--- src/include/agoc_pkg.sv ---
// Purpose: shared constants for the gain/offset correction link
// Assumes: one converter engine per device end, 16-bit register messages
// Notes:   bit 0 of a register is its least significant bit in the lsb-0
//          numbering used for the coefficient layouts
package agoc_pkg;

  // internal register addresses of one engine
  localparam logic [7:0]  REG_GAIN_ADDR     = 8'h04;
  localparam logic [7:0]  REG_OFFSET_ADDR   = 8'h05;

  // message kinds on the command link
  localparam logic [1:0]  CMD_CONVERT       = 2'h0;
  localparam logic [1:0]  CMD_WRITE         = 2'h1;
  localparam logic [1:0]  CMD_READ          = 2'h2;

  // field layout: lsb-0 view of the 16-bit registers
  localparam int          COEF_W            = 14;
  localparam int          GAIN_W            = 15;
  localparam int          GAIN_FRAC_BITS    = 14;
  localparam int          RAW_W             = 12;
  localparam int          RES_W             = 14;
  localparam int          RAW_SHIFT         = 2;
  localparam logic [15:0] GAIN_FIELD_MASK   = 16'h7fff;
  localparam logic [15:0] OFFSET_FIELD_MASK = 16'h3fff;

  // reset values of the coefficients: unity gain, zero offset
  localparam logic [14:0] GAIN_RESET        = 15'h4000;
  localparam logic [13:0] OFFSET_RESET      = 14'h0000;

  // half-lsb rounding term in 14-bit units
  localparam logic [13:0] ROUND_TERM        = 14'h0002;

  // ideal reference codes used by the calibrating controller
  localparam logic [13:0] IDEAL_UPPER_REFERENCE_CODE = 14'h3000;
  localparam logic [13:0] IDEAL_LOWER_REFERENCE_CODE = 14'h1000;
  localparam logic [31:0] GAIN_NUMERATOR    = 32'h0800_0000;

  // controller software register map (word addresses on its plain port)
  localparam logic [3:0]  SW_CTRL_ADDR      = 4'h0;
  localparam logic [3:0]  SW_STATUS_ADDR    = 4'h1;
  localparam logic [3:0]  SW_GAIN_ADDR      = 4'h2;
  localparam logic [3:0]  SW_OFFSET_ADDR    = 4'h3;
  localparam logic [3:0]  SW_RESULT_ADDR    = 4'h4;
  localparam logic [3:0]  SW_RAW_UP_ADDR    = 4'h5;
  localparam logic [3:0]  SW_RAW_LO_ADDR    = 4'h6;
  localparam logic [3:0]  SW_CONVERT_ADDR   = 4'h7;
  localparam logic [3:0]  SW_READBACK_ADDR  = 4'h8;

  // control register bits
  localparam int          CTRL_START_CAL    = 0;
  localparam int          CTRL_LOAD_COEF    = 1;
  localparam int          CTRL_READ_GAIN    = 2;
  localparam int          CTRL_READ_OFFSET  = 3;

  // conversion request field positions (convert register)
  localparam int          CONV_CAL_BIT      = 12;

  // divider length for the gain quotient
  localparam int          DIV_STEPS         = 32;

endpackage : agoc_pkg

--- src/include/agoc_link_if.sv ---
// Purpose: command/result link between controller and correction engine
// Assumes: single clock, one message in flight at a time
// Notes:   the controller drives cmd_*, the engine answers on rsp_*
interface agoc_link_if;
  logic        cmd_valid;
  logic [1:0]  cmd_kind;
  logic [7:0]  cmd_addr;
  logic [15:0] cmd_data;
  logic [11:0] cmd_raw;
  logic        cmd_cal;
  logic        rsp_valid;
  logic [15:0] rsp_data;

  modport engine (
    input  cmd_valid, cmd_kind, cmd_addr, cmd_data, cmd_raw, cmd_cal,
    output rsp_valid, rsp_data
  );

  modport ctrl (
    output cmd_valid, cmd_kind, cmd_addr, cmd_data, cmd_raw, cmd_cal,
    input  rsp_valid, rsp_data
  );
endinterface : agoc_link_if

--- src/hw/agoc_ctrl.sv ---
// Purpose: command link controller end: calibration and messages
// Assumes: one engine per link; software reaches it by a plain port
// Notes:   calibration reads both references with calibrate off
module agoc_ctrl (
  // clock and reset
  input  wire logic        core_clk_in,
  input  wire logic        rst_n_in,
  // software port
  input  wire logic [3:0]  sw_addr_in,
  input  wire logic [15:0] sw_wdata_in,
  input  wire logic        sw_wr_in,
  input  wire logic        sw_rd_in,
  output logic      [15:0] sw_rdata_out,
  // reference channel samples
  input  wire logic [11:0] ref_upper_in,
  input  wire logic [11:0] ref_lower_in,
  // command link
  agoc_link_if.ctrl        link
);

  typedef enum logic [6:0] {
    S_IDLE = 7'h01, S_UP = 7'h02, S_LO = 7'h04, S_DIV = 7'h08,
    S_WGAIN = 7'h10, S_WOFF = 7'h20, S_WAIT = 7'h40
  } agoc_ctrl_fsm_t;

  typedef struct packed {
    agoc_ctrl_fsm_t fsm;
    agoc_ctrl_fsm_t after;
    logic        cmd_valid;
    logic [1:0]  cmd_kind;
    logic [7:0]  cmd_addr;
    logic [15:0] cmd_data;
    logic [11:0] cmd_raw;
    logic        cmd_cal;
    logic [14:0] gain;
    logic [13:0] offset;
    logic [13:0] raw_up;
    logic [13:0] raw_lo;
    logic [15:0] result;
    logic [15:0] readback;
    logic        busy;
    logic [31:0] rem;
    logic [31:0] quo;
    logic [5:0]  step;
    logic [15:0] rdata;
  } agoc_ctrl_state_t;

  agoc_ctrl_state_t st;
  agoc_ctrl_state_t next_st;

  // issue one message and wait for its answer
  function automatic agoc_ctrl_state_t send(
    input agoc_ctrl_state_t s, input logic [1:0] kind,
    input logic [7:0] addr, input logic [15:0] data,
    input logic [11:0] raw, input agoc_ctrl_fsm_t ret);
    agoc_ctrl_state_t r;
    r           = s;
    r.cmd_valid = 1'b1;
    r.cmd_kind  = kind;
    r.cmd_addr  = addr;
    r.cmd_data  = data;
    r.cmd_raw   = raw;
    r.cmd_cal   = 1'b0;
    r.after     = ret;
    r.fsm       = S_WAIT;
    return r;
  endfunction : send

  logic [31:0] diff;
  logic [31:0] trial;
  logic [29:0] prod;
  logic [13:0] occ;

  always_comb begin
    diff  = 32'({18'h0, st.raw_up} - {18'h0, st.raw_lo});
    trial = {st.rem[30:0], st.quo[31]};
    prod  = 30'(st.gain) * 30'(st.raw_up);
    // truncating integer form; rounding only matters in float software
    occ   = 14'(agoc_pkg::IDEAL_UPPER_REFERENCE_CODE
               - 14'(prod >> agoc_pkg::GAIN_FRAC_BITS)
               - agoc_pkg::ROUND_TERM);
  end

  // sequencer and software port
  always_comb begin
    next_st           = st;
    next_st.cmd_valid = 1'b0;
    next_st.rdata     = 16'h0000;
    if (sw_rd_in) begin
      unique case (sw_addr_in)
        agoc_pkg::SW_STATUS_ADDR: next_st.rdata = {15'h0, st.busy};
        agoc_pkg::SW_GAIN_ADDR:   next_st.rdata = {1'b0, st.gain};
        agoc_pkg::SW_OFFSET_ADDR: next_st.rdata = {2'b00, st.offset};
        agoc_pkg::SW_RESULT_ADDR: next_st.rdata = st.result;
        agoc_pkg::SW_RAW_UP_ADDR: next_st.rdata = {2'b00, st.raw_up};
        agoc_pkg::SW_RAW_LO_ADDR: next_st.rdata = {2'b00, st.raw_lo};
        agoc_pkg::SW_READBACK_ADDR: next_st.rdata = st.readback;
        default:                  next_st.rdata = 16'h0000;
      endcase
    end
    unique case (st.fsm)
      S_IDLE: begin
        if (sw_wr_in) begin
          unique case (sw_addr_in)
            agoc_pkg::SW_GAIN_ADDR:   next_st.gain = sw_wdata_in[14:0];
            agoc_pkg::SW_OFFSET_ADDR: next_st.offset = sw_wdata_in[13:0];
            agoc_pkg::SW_CONVERT_ADDR: begin
              next_st      = send(next_st, agoc_pkg::CMD_CONVERT, 8'h00,
                                  16'h0000, sw_wdata_in[11:0], S_IDLE);
              next_st.cmd_cal = sw_wdata_in[agoc_pkg::CONV_CAL_BIT];
              next_st.busy = 1'b1;
            end
            agoc_pkg::SW_CTRL_ADDR: begin
              next_st.busy = |sw_wdata_in[3:0];
              if (sw_wdata_in[agoc_pkg::CTRL_START_CAL])
                next_st = send(next_st, agoc_pkg::CMD_CONVERT, 8'h00,
                               16'h0000, ref_upper_in, S_UP);
              else if (sw_wdata_in[agoc_pkg::CTRL_LOAD_COEF])
                next_st.fsm = S_WGAIN;
              else if (sw_wdata_in[agoc_pkg::CTRL_READ_GAIN])
                next_st = send(next_st, agoc_pkg::CMD_READ,
                  agoc_pkg::REG_GAIN_ADDR, 16'h0000, 12'h000, S_IDLE);
              else if (sw_wdata_in[agoc_pkg::CTRL_READ_OFFSET])
                next_st = send(next_st, agoc_pkg::CMD_READ,
                  agoc_pkg::REG_OFFSET_ADDR, 16'h0000, 12'h000, S_IDLE);
            end
            default: ;
          endcase
        end
      end
      S_UP: next_st = send(next_st, agoc_pkg::CMD_CONVERT, 8'h00,
                           16'h0000, ref_lower_in, S_LO);
      S_LO: begin
        next_st.rem  = 32'h0;
        next_st.quo  = agoc_pkg::GAIN_NUMERATOR;
        next_st.step = 6'h00;
        next_st.fsm  = S_DIV;
      end
      S_DIV: begin
        // restoring divide, one quotient bit per cycle
        if (trial >= diff && diff != 32'h0) begin
          next_st.rem = trial - diff;
          next_st.quo = {st.quo[30:0], 1'b1};
        end else begin
          next_st.rem = trial;
          next_st.quo = {st.quo[30:0], 1'b0};
        end
        next_st.step = st.step + 6'h01;
        if (st.step == 6'(agoc_pkg::DIV_STEPS - 1)) begin
          next_st.gain = next_st.quo[14:0];
          next_st.fsm  = S_WOFF;   // offset derived from new gain next
        end
      end
      S_WOFF: begin
        next_st.offset = occ;
        next_st.fsm    = S_WGAIN;
      end
      S_WGAIN: next_st = send(next_st, agoc_pkg::CMD_WRITE,
                   agoc_pkg::REG_GAIN_ADDR, {1'b0, st.gain}, 12'h000,
                   S_IDLE);
      S_WAIT: begin
        if (link.rsp_valid) begin
          next_st.result = link.rsp_data;
          if (st.cmd_kind == agoc_pkg::CMD_READ)
            next_st.readback = link.rsp_data;
          if (st.after == S_UP)
            next_st.raw_up = link.rsp_data[13:0];
          if (st.after == S_LO)
            next_st.raw_lo = link.rsp_data[13:0];
          // gain write chains into offset write
          if (st.cmd_kind == agoc_pkg::CMD_WRITE
              && st.cmd_addr == agoc_pkg::REG_GAIN_ADDR)
            next_st = send(next_st, agoc_pkg::CMD_WRITE,
                agoc_pkg::REG_OFFSET_ADDR, {2'b00, st.offset}, 12'h000,
                S_IDLE);
          else begin
            next_st.fsm  = st.after;
            next_st.busy = (st.after != S_IDLE);
          end
        end
      end
    endcase
  end

  always_ff @(posedge core_clk_in or negedge rst_n_in) begin
    if (!rst_n_in) begin
      st          <= '0;
      st.fsm      <= S_IDLE;
      st.after    <= S_IDLE;
      st.gain     <= agoc_pkg::GAIN_RESET;
      st.offset   <= agoc_pkg::OFFSET_RESET;
    end else begin
      st <= next_st;
    end
  end

  assign sw_rdata_out   = st.rdata;
  assign link.cmd_valid = st.cmd_valid;
  assign link.cmd_kind  = st.cmd_kind;
  assign link.cmd_addr  = st.cmd_addr;
  assign link.cmd_data  = st.cmd_data;
  assign link.cmd_raw   = st.cmd_raw;
  assign link.cmd_cal   = st.cmd_cal;

endmodule : agoc_ctrl

--- src/flat_wrapper.sv ---
// flat-port wrapper written by rule: the top's interface ports become plain ports
module agoc_ctrl_flat 
  (core_clk_in, rst_n_in, sw_addr_in, sw_wdata_in, sw_wr_in, sw_rd_in, sw_rdata_out, ref_upper_in, ref_lower_in, link_cmd_valid, link_cmd_kind, link_cmd_addr, link_cmd_data, link_cmd_raw, link_cmd_cal, link_rsp_valid, link_rsp_data);
  agoc_link_if link_i ();
  input  wire logic core_clk_in;
  input  wire logic rst_n_in;
  input  wire logic [3:0] sw_addr_in;
  input  wire logic [15:0] sw_wdata_in;
  input  wire logic sw_wr_in;
  input  wire logic sw_rd_in;
  output logic      [15:0] sw_rdata_out;
  input  wire logic [11:0] ref_upper_in;
  input  wire logic [11:0] ref_lower_in;
  output wire logic [$bits(link_i.cmd_valid)-1:0] link_cmd_valid;
  output wire logic [$bits(link_i.cmd_kind)-1:0] link_cmd_kind;
  output wire logic [$bits(link_i.cmd_addr)-1:0] link_cmd_addr;
  output wire logic [$bits(link_i.cmd_data)-1:0] link_cmd_data;
  output wire logic [$bits(link_i.cmd_raw)-1:0] link_cmd_raw;
  output wire logic [$bits(link_i.cmd_cal)-1:0] link_cmd_cal;
  input wire logic [$bits(link_i.rsp_valid)-1:0] link_rsp_valid;
  input wire logic [$bits(link_i.rsp_data)-1:0] link_rsp_data;
  assign link_cmd_valid = link_i.cmd_valid;
  assign link_cmd_kind = link_i.cmd_kind;
  assign link_cmd_addr = link_i.cmd_addr;
  assign link_cmd_data = link_i.cmd_data;
  assign link_cmd_raw = link_i.cmd_raw;
  assign link_cmd_cal = link_i.cmd_cal;
  assign link_i.rsp_valid = link_rsp_valid;
  assign link_i.rsp_data = link_rsp_data;
  agoc_ctrl u_core (.core_clk_in(core_clk_in), .rst_n_in(rst_n_in), .sw_addr_in(sw_addr_in), .sw_wdata_in(sw_wdata_in), .sw_wr_in(sw_wr_in), .sw_rd_in(sw_rd_in), .sw_rdata_out(sw_rdata_out), .ref_upper_in(ref_upper_in), .ref_lower_in(ref_lower_in), .link(link_i));
endmodule
--- config.mk ---
export PLATFORM = sky130hd
export DESIGN_NAME = agoc_ctrl_flat
export DESIGN_NICKNAME = d
export VERILOG_FILES = /design/src/include/agoc_pkg.sv /design/src/include/agoc_link_if.sv /design/src/hw/agoc_ctrl.sv /design/src/flat_wrapper.sv
export SDC_FILE = /design/constraint.sdc
export NUM_CORES = 1
export LEC_CHECK = 0
export ABC_CLOCK_PERIOD_IN_PS = 7600
export BUFFER_PORTS_ARGS = -buffer_cell sky130_fd_sc_hd__buf_4
export CAP_MARGIN = 10
export CORE_UTILIZATION = 55
export DETAILED_ROUTE_END_ITERATION = 10
export HOLD_SLACK_MARGIN = 0.12
export PLACE_DENSITY = 0.72
export SKIP_LAST_GASP = 1
export SYNTH_ARGS = -nofsm -noshare
export SYNTH_HDL_FRONTEND = slang
export SYNTH_SLANG_ARGS = --single-unit
--- constraint.sdc ---
create_clock -name core_clk_in -period 7.6 [get_ports core_clk_in]
set_clock_uncertainty 0.15 [all_clocks]
set_input_delay 1.52 -clock core_clk_in [delete_from_list [all_inputs] [get_ports core_clk_in]]
set_output_delay 1.52 -clock core_clk_in [all_outputs]
set_load 0.01 [all_outputs]
# Yosys cells after proc, flatten, opt, wreduce, memory -nomap -nowiden
# Index checks and enable logic that the tools add are counted.
word_totals:
  ff_bits: 229
  inputBits: 65
  output_inout_bits: 56
  word_cells: 109
classes:
  n_addsub: 5
  mul: 1
  order_cmp: 1
  eq_ne: 34
  muxes: 29
  n_bitwise: 2
  reduce_logical: 18
op_table:
  columns: ["operator", "count"]
  rows:
  - ["230-bit 2-to-1 mux", 5]
  - ["147-bit one-hot mux with 2 select lines", 1]
  - ["69-bit one-hot mux with 4 select lines", 1]
  - ["223-bit 2-to-1 mux", 1]
  - ["47-bit one-hot mux with 4 select lines", 1]
  - ["136-bit 2-to-1 mux", 1]
  - ["61-bit one-hot mux with 2 select lines", 1]
  - ["16-bit one-hot mux with 7 select lines", 1]
  - ["54-bit one-hot mux with 2 select lines", 1]
  - ["63-bit 2-to-1 mux", 1]
  - ["15-bit one-hot mux with 3 select lines", 1]
  - ["14-bit one-hot mux with 3 select lines", 1]
  - ["7-bit one-hot mux with 6 select lines", 1]
  - ["32-bit >= comparator", 1]
  - ["16-bit 2-to-1 mux", 2]
  - ["16-bit one-hot mux with 2 select lines", 1]
  - ["32-bit nonzero test", 1]
  - ["31-bit subtractor", 1]
  - ["15-bit one-hot mux with 2 select lines", 1]
  - ["15-bit by 14-bit multiplier with 28-bit output", 1]
  - ["14-bit 2-to-1 mux", 2]
  - ["14-bit one-hot mux with 2 select lines", 1]
  - ["7-bit 2-to-1 mux", 3]
  - ["4-bit by 3-bit == test with 1-bit output, second input constant", 4]
  - ["other kinds (38)", 55]

# Longest topological paths before layout
# Gate-level depths: netlist of run 1.
logic_depth:
  ltp_word: 10
  ltp_mapped: 26
  mapped_depth_nobuf: 25

# Worst setup path before layout of run 1
# No wires, ideal clock.
synth_path:
  path_kind: "register -> register"
  from: "reg u_core.st[140] in the netlist's numbering"
  to: "reg u_core.st[160] in the netlist's numbering"
  setup_time_ns: 0.132
  arrival_ns: 6.720
  required_ns: 7.318
  slack_ns: 0.599
  stages_incl_launch_ff: 25
  path_buffers: 2
  synth_period_minus_slack_ns: 7.001
  cell_sequence: "dfrtp_1 > clkbuf_1 > clkbuf_1 > nand2_1 > fa_1 > fa_1 > inv_1 > fa_1 > fa_1 > fa_1 > inv_1 > fa_1 > inv_1 > ha_1 > a21oi_1 > o21ai_0 > o22a_1 > o21a_1 > o31a_1 > nor4_2 > nor3b_1 > nand3_1 > mux2_2 > a32oi_1 > o21ai_1"
synth_between:
  elab_chain_len: 4
synth_rtl:
  columns: ["item", "line_no", "text"]
  rows:
  - ["start, declared", "agoc_ctrl.sv:48", "agoc_ctrl_state_t st;"]
  - ["start signal, assigned", "agoc_ctrl.sv:193", "st <= next_st;"]
  - ["15-bit by 14-bit multiplier with 28-bit output", "agoc_ctrl.sv:77", "prod = 30'(st.gain) * 30'(st.raw_up);"]
  - ["14-bit subtractor", "agoc_ctrl.sv:80", "- 14'(prod >> agoc_pkg::GAIN_FRAC_BITS)"]
  - ["14-bit by 2-bit subtractor with 14-bit output", "agoc_ctrl.sv:81", "- agoc_pkg::ROUND_TERM);"]
  - ["14-bit one-hot mux with 3 select lines", "agoc_ctrl.sv:101", "unique case (st.fsm)"]
# Every way passes these cells.
# A chain may end at the register's enable or synchronous reset.

# Worst setup path after layout of run 1
# Ends and elaborated chain as after synthesis.

==> qor.yml, run 1 <==
antenna_cells: 0
fp.dieW_um: 186.9
syn_area_um2: 18810
finalCritPeriodShare_pct: 94.73
timing.rr.start: "u_core.st[140]"
async_reset_ff_share_pct: 100.0
period_minus_slack_ns: 7.199
cts_tree: "yes"
cts.sinks: 218
clk_pin_slew_ns: 0.06
yosys_warnings: 0
wl_per_cell_um: 20.00
grt_pass1_wl_mm: 80.57
r2r_cells: 22
initial_core_util_pct: 55.96
drt_iter0_markers: 1336
holdWs_ns: 0.3402
grt_util_met2_pct: 45.77
drive_gt1_share_pct: 14.58
hp-start: "u_core.st[20]"
worstMarginPinSlew_ns: 1.256
htree_levels: 1
drt_pre_antenna_iters: 9
fmax_ghz: 0.1389
critPathLaunchType: "flip-flop"
path_cells: "nand2_1 -> fa_1 -> fa_1 -> fa_1 -> inv_1 -> fa_1 -> fa_1 -> inv_1 -> fa_1 -> inv_1 -> ha_1 -> a21oi_1 -> o21ai_0 -> o22a_1 -> o21a_1 -> o31a_1 -> nor4_2 -> nor3b_2 -> nand3_1 -> mux2_2 -> a32oi_1 -> o21ai_1"
grt_usage_pct: 28.97
path_common_cell: "fa_1"
synth.distinct_cells: 77
path_class: "flip-flop to flip-flop"
finalHoldViolations: 0
fin_area_um2: 20910
ys.flop_type: "dfrtp_1"
yosys-top-cells-area: "dfrtp_1 29%, fa_1 16%, ha_1 9.0%"
use_met1_pct: 39.58
whs_path_depth: 1
rsz0062_at_grt: "no"
r2r-end: "u_core.st[160]"
min_to: "u_core.st[20]"
p_leak_nw: 10.64
p_total_mw: 4.681
cts_setup_buffers: 0
tns_ns: 0
numPortBuffers: 112
powerDensity_nw_per_um2: 223.8
avgSynthCellArea_um2: 9.463
io_pins: 121
coreArea_um2: 33620
netlist_instances: 1988
detail-route-antenna-nets: 0
synth_top_area_cell: "dfrtp_1"
post-synth-top-area-fraction_pct: 28.60
grt_pass1_vias: 15233
ys_seq_elements: 218
gr-total-overflow: 0
final_cell_mix: "228 x nand2_1, 227 x inv_1, 209 x dfrtp_1"
status: "completed"
vdd_drop_max_uv: 167.5
reg2reg_slack_ns: 0.40
gp_congestion: 0.9330
area_growth_pct: 11.17
synth_seq_area_share_pct: 29.02
vias: 15134
crit_slowest_cell: "dfrtp_1"
cts_root_buf: "clkbuf_16"
min_path_type: "flip-flop to flip-flop"
insertion_delay_ns: 0.54
wl_mm: 50.25
crit_path_end_kind: "flip-flop"
drc_errors: 0
std_cell_rows: 67
relSlewSlack_pct: 15.84
grt_max_degree: 97
via_per_inst: 6.022
dpl.hpwl_mm: 37.53
final_common_cell: "nand2_1"
nNetsFinal: 2400
cts_buffers: 24
critPathMaxFanout: 10
crit_arrival_ns: 7.45
grt_antenna_before_repair: 2
max-clock-path-buffers: 3
drv_slew: 0
setup_viol: 0
max_cap_violations: 0
dieArea_um2: 34950
grt.busiest_layer: "met2"
cpPeakStageDelay_ns: 0.72
die_height_um: 186.9
synth_edf_count: 0
required_ns: 7.85
met3_usage_pct: 6.060
placed_cell_area_um2: 19990
state kept, by name, summed over array words and instances (netlist names):
| signal | cells |
|---|---|
| u_core.link.cmd_cal | 1 |
| u_core.link.cmd_data | 15 |
| u_core.link.cmd_valid | 1 |
| u_core.link.cmd_addr | 2 |
| u_core.link.cmd_raw | 12 |
| u_core.sw_rdata_out | 16 |
| u_core.st | 169 |
| u_core.link.cmd_kind | 2 |
layout make-up:
type                    count  area, um2
fillers                  2783      12700
clock buffers              31      676.9
well taps                 448      560.5
multi-input cells        1404      11840
flip-flops and latches    218       5466
repair buffers            172       1303
inverters                 227      852.1
clock inverters            13      219.0
through the flow:
step	util (%)	setup WS, ns	instances
5_1_grt	62.21	0.004232	2513
3_3_place_gp	59.47	0.3183	2468
6_report	62.21	0.4006	2513
4_1_cts	62.14	0.1990	2512
3_5_place_dp	59.47	0.2032	2468
2_1_floorplan	-	0.5988	1994
worst max-delay path, delay by kind of cell (launching register included):
family / cells / cell delay, ns
flip-flops: 1 / 0.72
adder cells (fa/ha/maj): 7 / 3.44
buffers and inverters: 3 / 0.17
AND/OR/NAND/NOR: 4 / 0.94
multiplexers: 1 / 0.32
AO/OA/AOI/OAI: 7 / 1.37
cell families (layout without fill, tap and decap cells):
family	Yosys count	count (layout)	share of synthesized area, %
and+or+nand+nor	542	542	14.21
AOI/OAI and AO/OA	438	438	16.18
buffers and inverters	372	443	8.540
adders and majority gates	288	288	25.26
DFF	218	218	29.02
muxes	67	67	3.884
xor gates and xnor gates	62	62	2.887
other	1	7	0.01993
worst max-delay path by stage:
stage	from	end	slack (ns)	cells past startpoint
6_report	u_core.st[140]	u_core.st[160]	0.40	22
5_1_grt	u_core.st[136]	u_core.st[160]	0.004	25
4_1_cts	u_core.st[137]	u_core.st[160]	0.20	25
3_5_place_dp	u_core.st[137]	u_core.st[160]	0.20	25
3_3_place_gp	u_core.st[137]	u_core.st[160]	0.32	23
2_1_floorplan	u_core.st[140]	u_core.st[160]	0.60	24
power by group:
| group | leakage [nW] | internal (mW) | switching [mW] | total [mW] |
|---|---|---|---|---|
| Clock | 0.436 | 0.803 | 0.499 | 1.30 |
| Sequential | 2.87 | 1.39 | 0.357 | 1.75 |
| Combinational | 7.33 | 0.668 | 0.966 | 1.63 |
| Total | 10.6 | 2.86 | 1.82 | 4.68 |
routing by layer:
| layer | wire length, um | part of all wire [%] |
|---|---|---|
| met5 | 28 | 0.056 |
| met4 | 2047 | 4.1 |
| met3 | 4327 | 8.6 |
| met2 | 22590 | 45 |
| met1 | 21260 | 42 |
cell usage after synthesis, types with 34 or more instances:
master	instances
a21oi_1	68
a22o_1	34
a22oi_1	64
and2_1	102
buf_4	55
clkbuf_1	85
dfrtp_1	215
fa_1	153
ha_1	135
inv_1	227
mux2_2	48
nand2_1	228
nor2_1	67
o21ai_0	100
xnor2_1	41
timing repair:
item,in CTS,in global routing
hold buffers,0,0
endpoints found under the setup margin,0,2
gates resized for setup,0,7
No activity file was read; power rests on OpenSTA's default activity.
==> run 2: changes to the inputs <==
Settings changed: CORE_UTILIZATION 55 to 63, PLACE_DENSITY 0.72 to 0.81.
==> run 2 against run 1 <==
Clock power shrank 14%. Critical endpoint unchanged. Final cell count is 2.6% lower. Core utilization increased by 9.1 points. Sequential power is essentially flat. Die area fell by 13%. Maximum frequency down 1.1%. Wire length grew 1.6%. Worst hold slack got worse by 0.011 ns. Global-route usage rose by 4.9 points.
==> qor.yml, run 2 (synthesis results as in run 1) <==
r2r-end: "u_core.st[160]"
drt_iter0_markers: 1473  # +10%
finalHoldViolations: 0  # unchanged
via_per_inst: 6.295  # +4.5%
coreArea_um2: 29010  # -14%
setup_viol: 0  # unchanged
fp.dieW_um: 174.8  # -6.5%
cts_root_buf: "clkbuf_16"
largest_reg_flops: 169  # unchanged
fmax_ghz: 0.1374  # -1.1%
clk_pin_slew_ns: 0.07  # about the same
critPathMaxFanout: 14  # +4
p_leak_nw: 10.58  # -0.57%
grt_antenna_before_repair: 1  # -1
drc_errors: 0  # unchanged
final_common_cell: "nand2_1"
max_cap_violations: 0  # unchanged
cts.sinks: 218  # unchanged
critPathLaunchType: "flip-flop"
hp-start: "u_core.st[21]"
power.internal_mw: 2.686  # -6.1%
grt_util_met2_pct: 53.24  # +7.5 points
die_height_um: 174.8  # -6.5%
io_pins: 121  # unchanged
crit_arrival_ns: 7.53  # +0.08 ns
crit_path_end_kind: "flip-flop"
final_cell_mix: "228 x nand2_1, 227 x inv_1, 208 x dfrtp_1"
std_cell_rows: 62  # -7.5%
drive_gt1_share_pct: 14.41  # -0.17 points
finalCritPeriodShare_pct: 95.74  # +1.0 points
pwr-share-clk_pct: 24.8  # -3.0 points
use_met1_pct: 45.45  # +5.9 points
drt_pre_antenna_iters: 7  # -2
worstMarginPinSlew_ns: 1.228  # -0.02794 ns
cts_setup_buffers: 0  # unchanged
required_ns: 7.86  # about the same
numPortBuffers: 112  # unchanged
min_path_type: "flip-flop to flip-flop"
grt_max_degree: 99  # +2.1%
dpl.hpwl_mm: 37.73  # +0.53%
powerDensity_nw_per_um2: 218.1  # -2.5%
vdd_drop_max_uv: 218.7  # +31%
path_class: "flip-flop to flip-flop"
relSlewSlack_pct: 17.71  # +1.9 points
cts_tree: "yes"
fin_area_um2: 20700  # -1.0%
min_to: "u_core.st[228]"
r2r_cells: 23  # +4.5%
insertion_delay_ns: 0.54  # about the same
max-clock-path-buffers: 3  # unchanged
seqPwrFrac_pct: 38.5  # +1.2 points
grt_usage_pct: 33.87  # +4.9 points
grt_pass1_vias: 15569  # +2.2%
wl_mm: 51.03  # +1.6%
initial_core_util_pct: 64.84  # +8.9 points
nNetsFinal: 2398  # -0.083%
whs_path_depth: 1  # unchanged
gr-total-overflow: 0  # unchanged
tns_ns: 0  # unchanged
timing.rr.start: "u_core.st[137]"
grt_pass1_wl_mm: 81.70  # +1.4%
cts_buffers: 23  # -4.2%
status: "completed"
rsz0062_at_grt: "no"
placed_cell_area_um2: 19910  # -0.44%
max_flop_register: "u_core.st"
wl_per_cell_um: 20.86  # +4.3%
detail-route-antenna-nets: 0  # unchanged
area_growth_pct: 10.03
period_minus_slack_ns: 7.276  # +0.07648 ns
cts_hold_buf: 0  # unchanged
cts_resized: 0  # unchanged
swShare_pct: 40.52  # +1.6 points
htree_levels: 1  # unchanged
grt.busiest_layer: "met2"
dieArea_um2: 30560  # -13%
pwr-share-comb_pct: 36.6  # +1.7 points
drv_slew: 0  # unchanged
vias: 15405  # +1.8%
reg2reg_slack_ns: 0.32  # -0.08 ns
met3_usage_pct: 8.094  # +2.0 points
gp_congestion: 0.9359  # +0.31%
p_sw_mw: 1.829  # +0.41%
[run 2: cell types whose count changed in the layout (fill, tap and decap cells not counted), moves of 2 or more]
cell / delta
clkbuf_8: -2
clkbuf_1: +2
clkinv_2: +2
bufinv_16: -4
diode_2: +2
[run 2: power by group through the flow]
| stage | registers (mW) | clock network [mW] | logic, mW |
|---|---|---|---|
| CTS | 1.71 | 1.13 | 1.63 |
| detailed placement | 1.72 | 0 | 1.61 |
| finish | 1.74 | 1.12 | 1.65 |
| global placement | 1.72 | 0 | 1.55 |
| floorplan | 1.55 | 0 | 1.13 |
| global route | 1.75 | 1.18 | 1.80 |
[run 2: cell type report]
cell class | count | area, um2
Antenna cell | 2 | 5.005
Clock buffer | 30 | 631.9
Clock inverter | 11 | 111.4
Fill cell | 2159 | 8314
Inverter | 227 | 852.1
Multi-Input combinational cell | 1404 | 11860
Sequential cell | 218 | 5468
Tap cell | 384 | 480.5
Timing Repair Buffer | 171 | 1295
[run 2: metal layers]
layer	up-vias	part of all wire (%)
li1	6882	-
met1	7581	40
met2	791	46
met3	151	10
met4	0	4.1
met5	-	0
[run 2: how the worst max path moves through the flow]
stage | endpoint | depth (start not counted) | from | slack (ns)
CTS | u_core.st[160] | 25 | u_core.st[137] | 0.1
global placement | u_core.st[160] | 23 | u_core.st[137] | 0.26
finish | u_core.st[160] | 23 | u_core.st[137] | 0.32
floorplan | u_core.st[160] | 24 | u_core.st[140] | 0.60
global route | u_core.st[160] | 23 | u_core.st[137] | 0.02
detailed placement | u_core.st[160] | 25 | u_core.st[137] | 0.09
[run 2: worst max-delay path, cell delays in order (launching register included)]
cell	delay, ns
dfrtp_2	0.55
and2_1	0.24
fa_1	0.53
inv_1	0.05
fa_1	0.53
inv_1	0.05
fa_1	0.51
fa_1	0.44
fa_1	0.55
inv_1	0.06
fa_1	0.55
inv_1	0.05
ha_1	0.38
nand4_1	0.16
a211oi_1	0.31
o21ai_0	0.23
nand2_1	0.12
xor2_1	0.40
o2111ai_1	0.25
nor3_2	0.30
nand3_1	0.22
mux2_2	0.32
a32oi_1	0.15
o21ai_1	0.07
[run 2: through the flow]
step                power, mW  setup slack (ns)  cells  hold slack (ns)  utilization [%]
finish                  4.515            0.3241   2447           0.3292            71.34
global route            4.730           0.01851   2446           0.3573            71.33
CTS                     4.465           0.09951   2444           0.3246            71.17
detailed placement      3.336           0.09188   2403           0.3072            68.61
global placement        3.266            0.2571   2403           0.3046            68.61
floorplan               2.679            0.5988   1994           0.2912                -
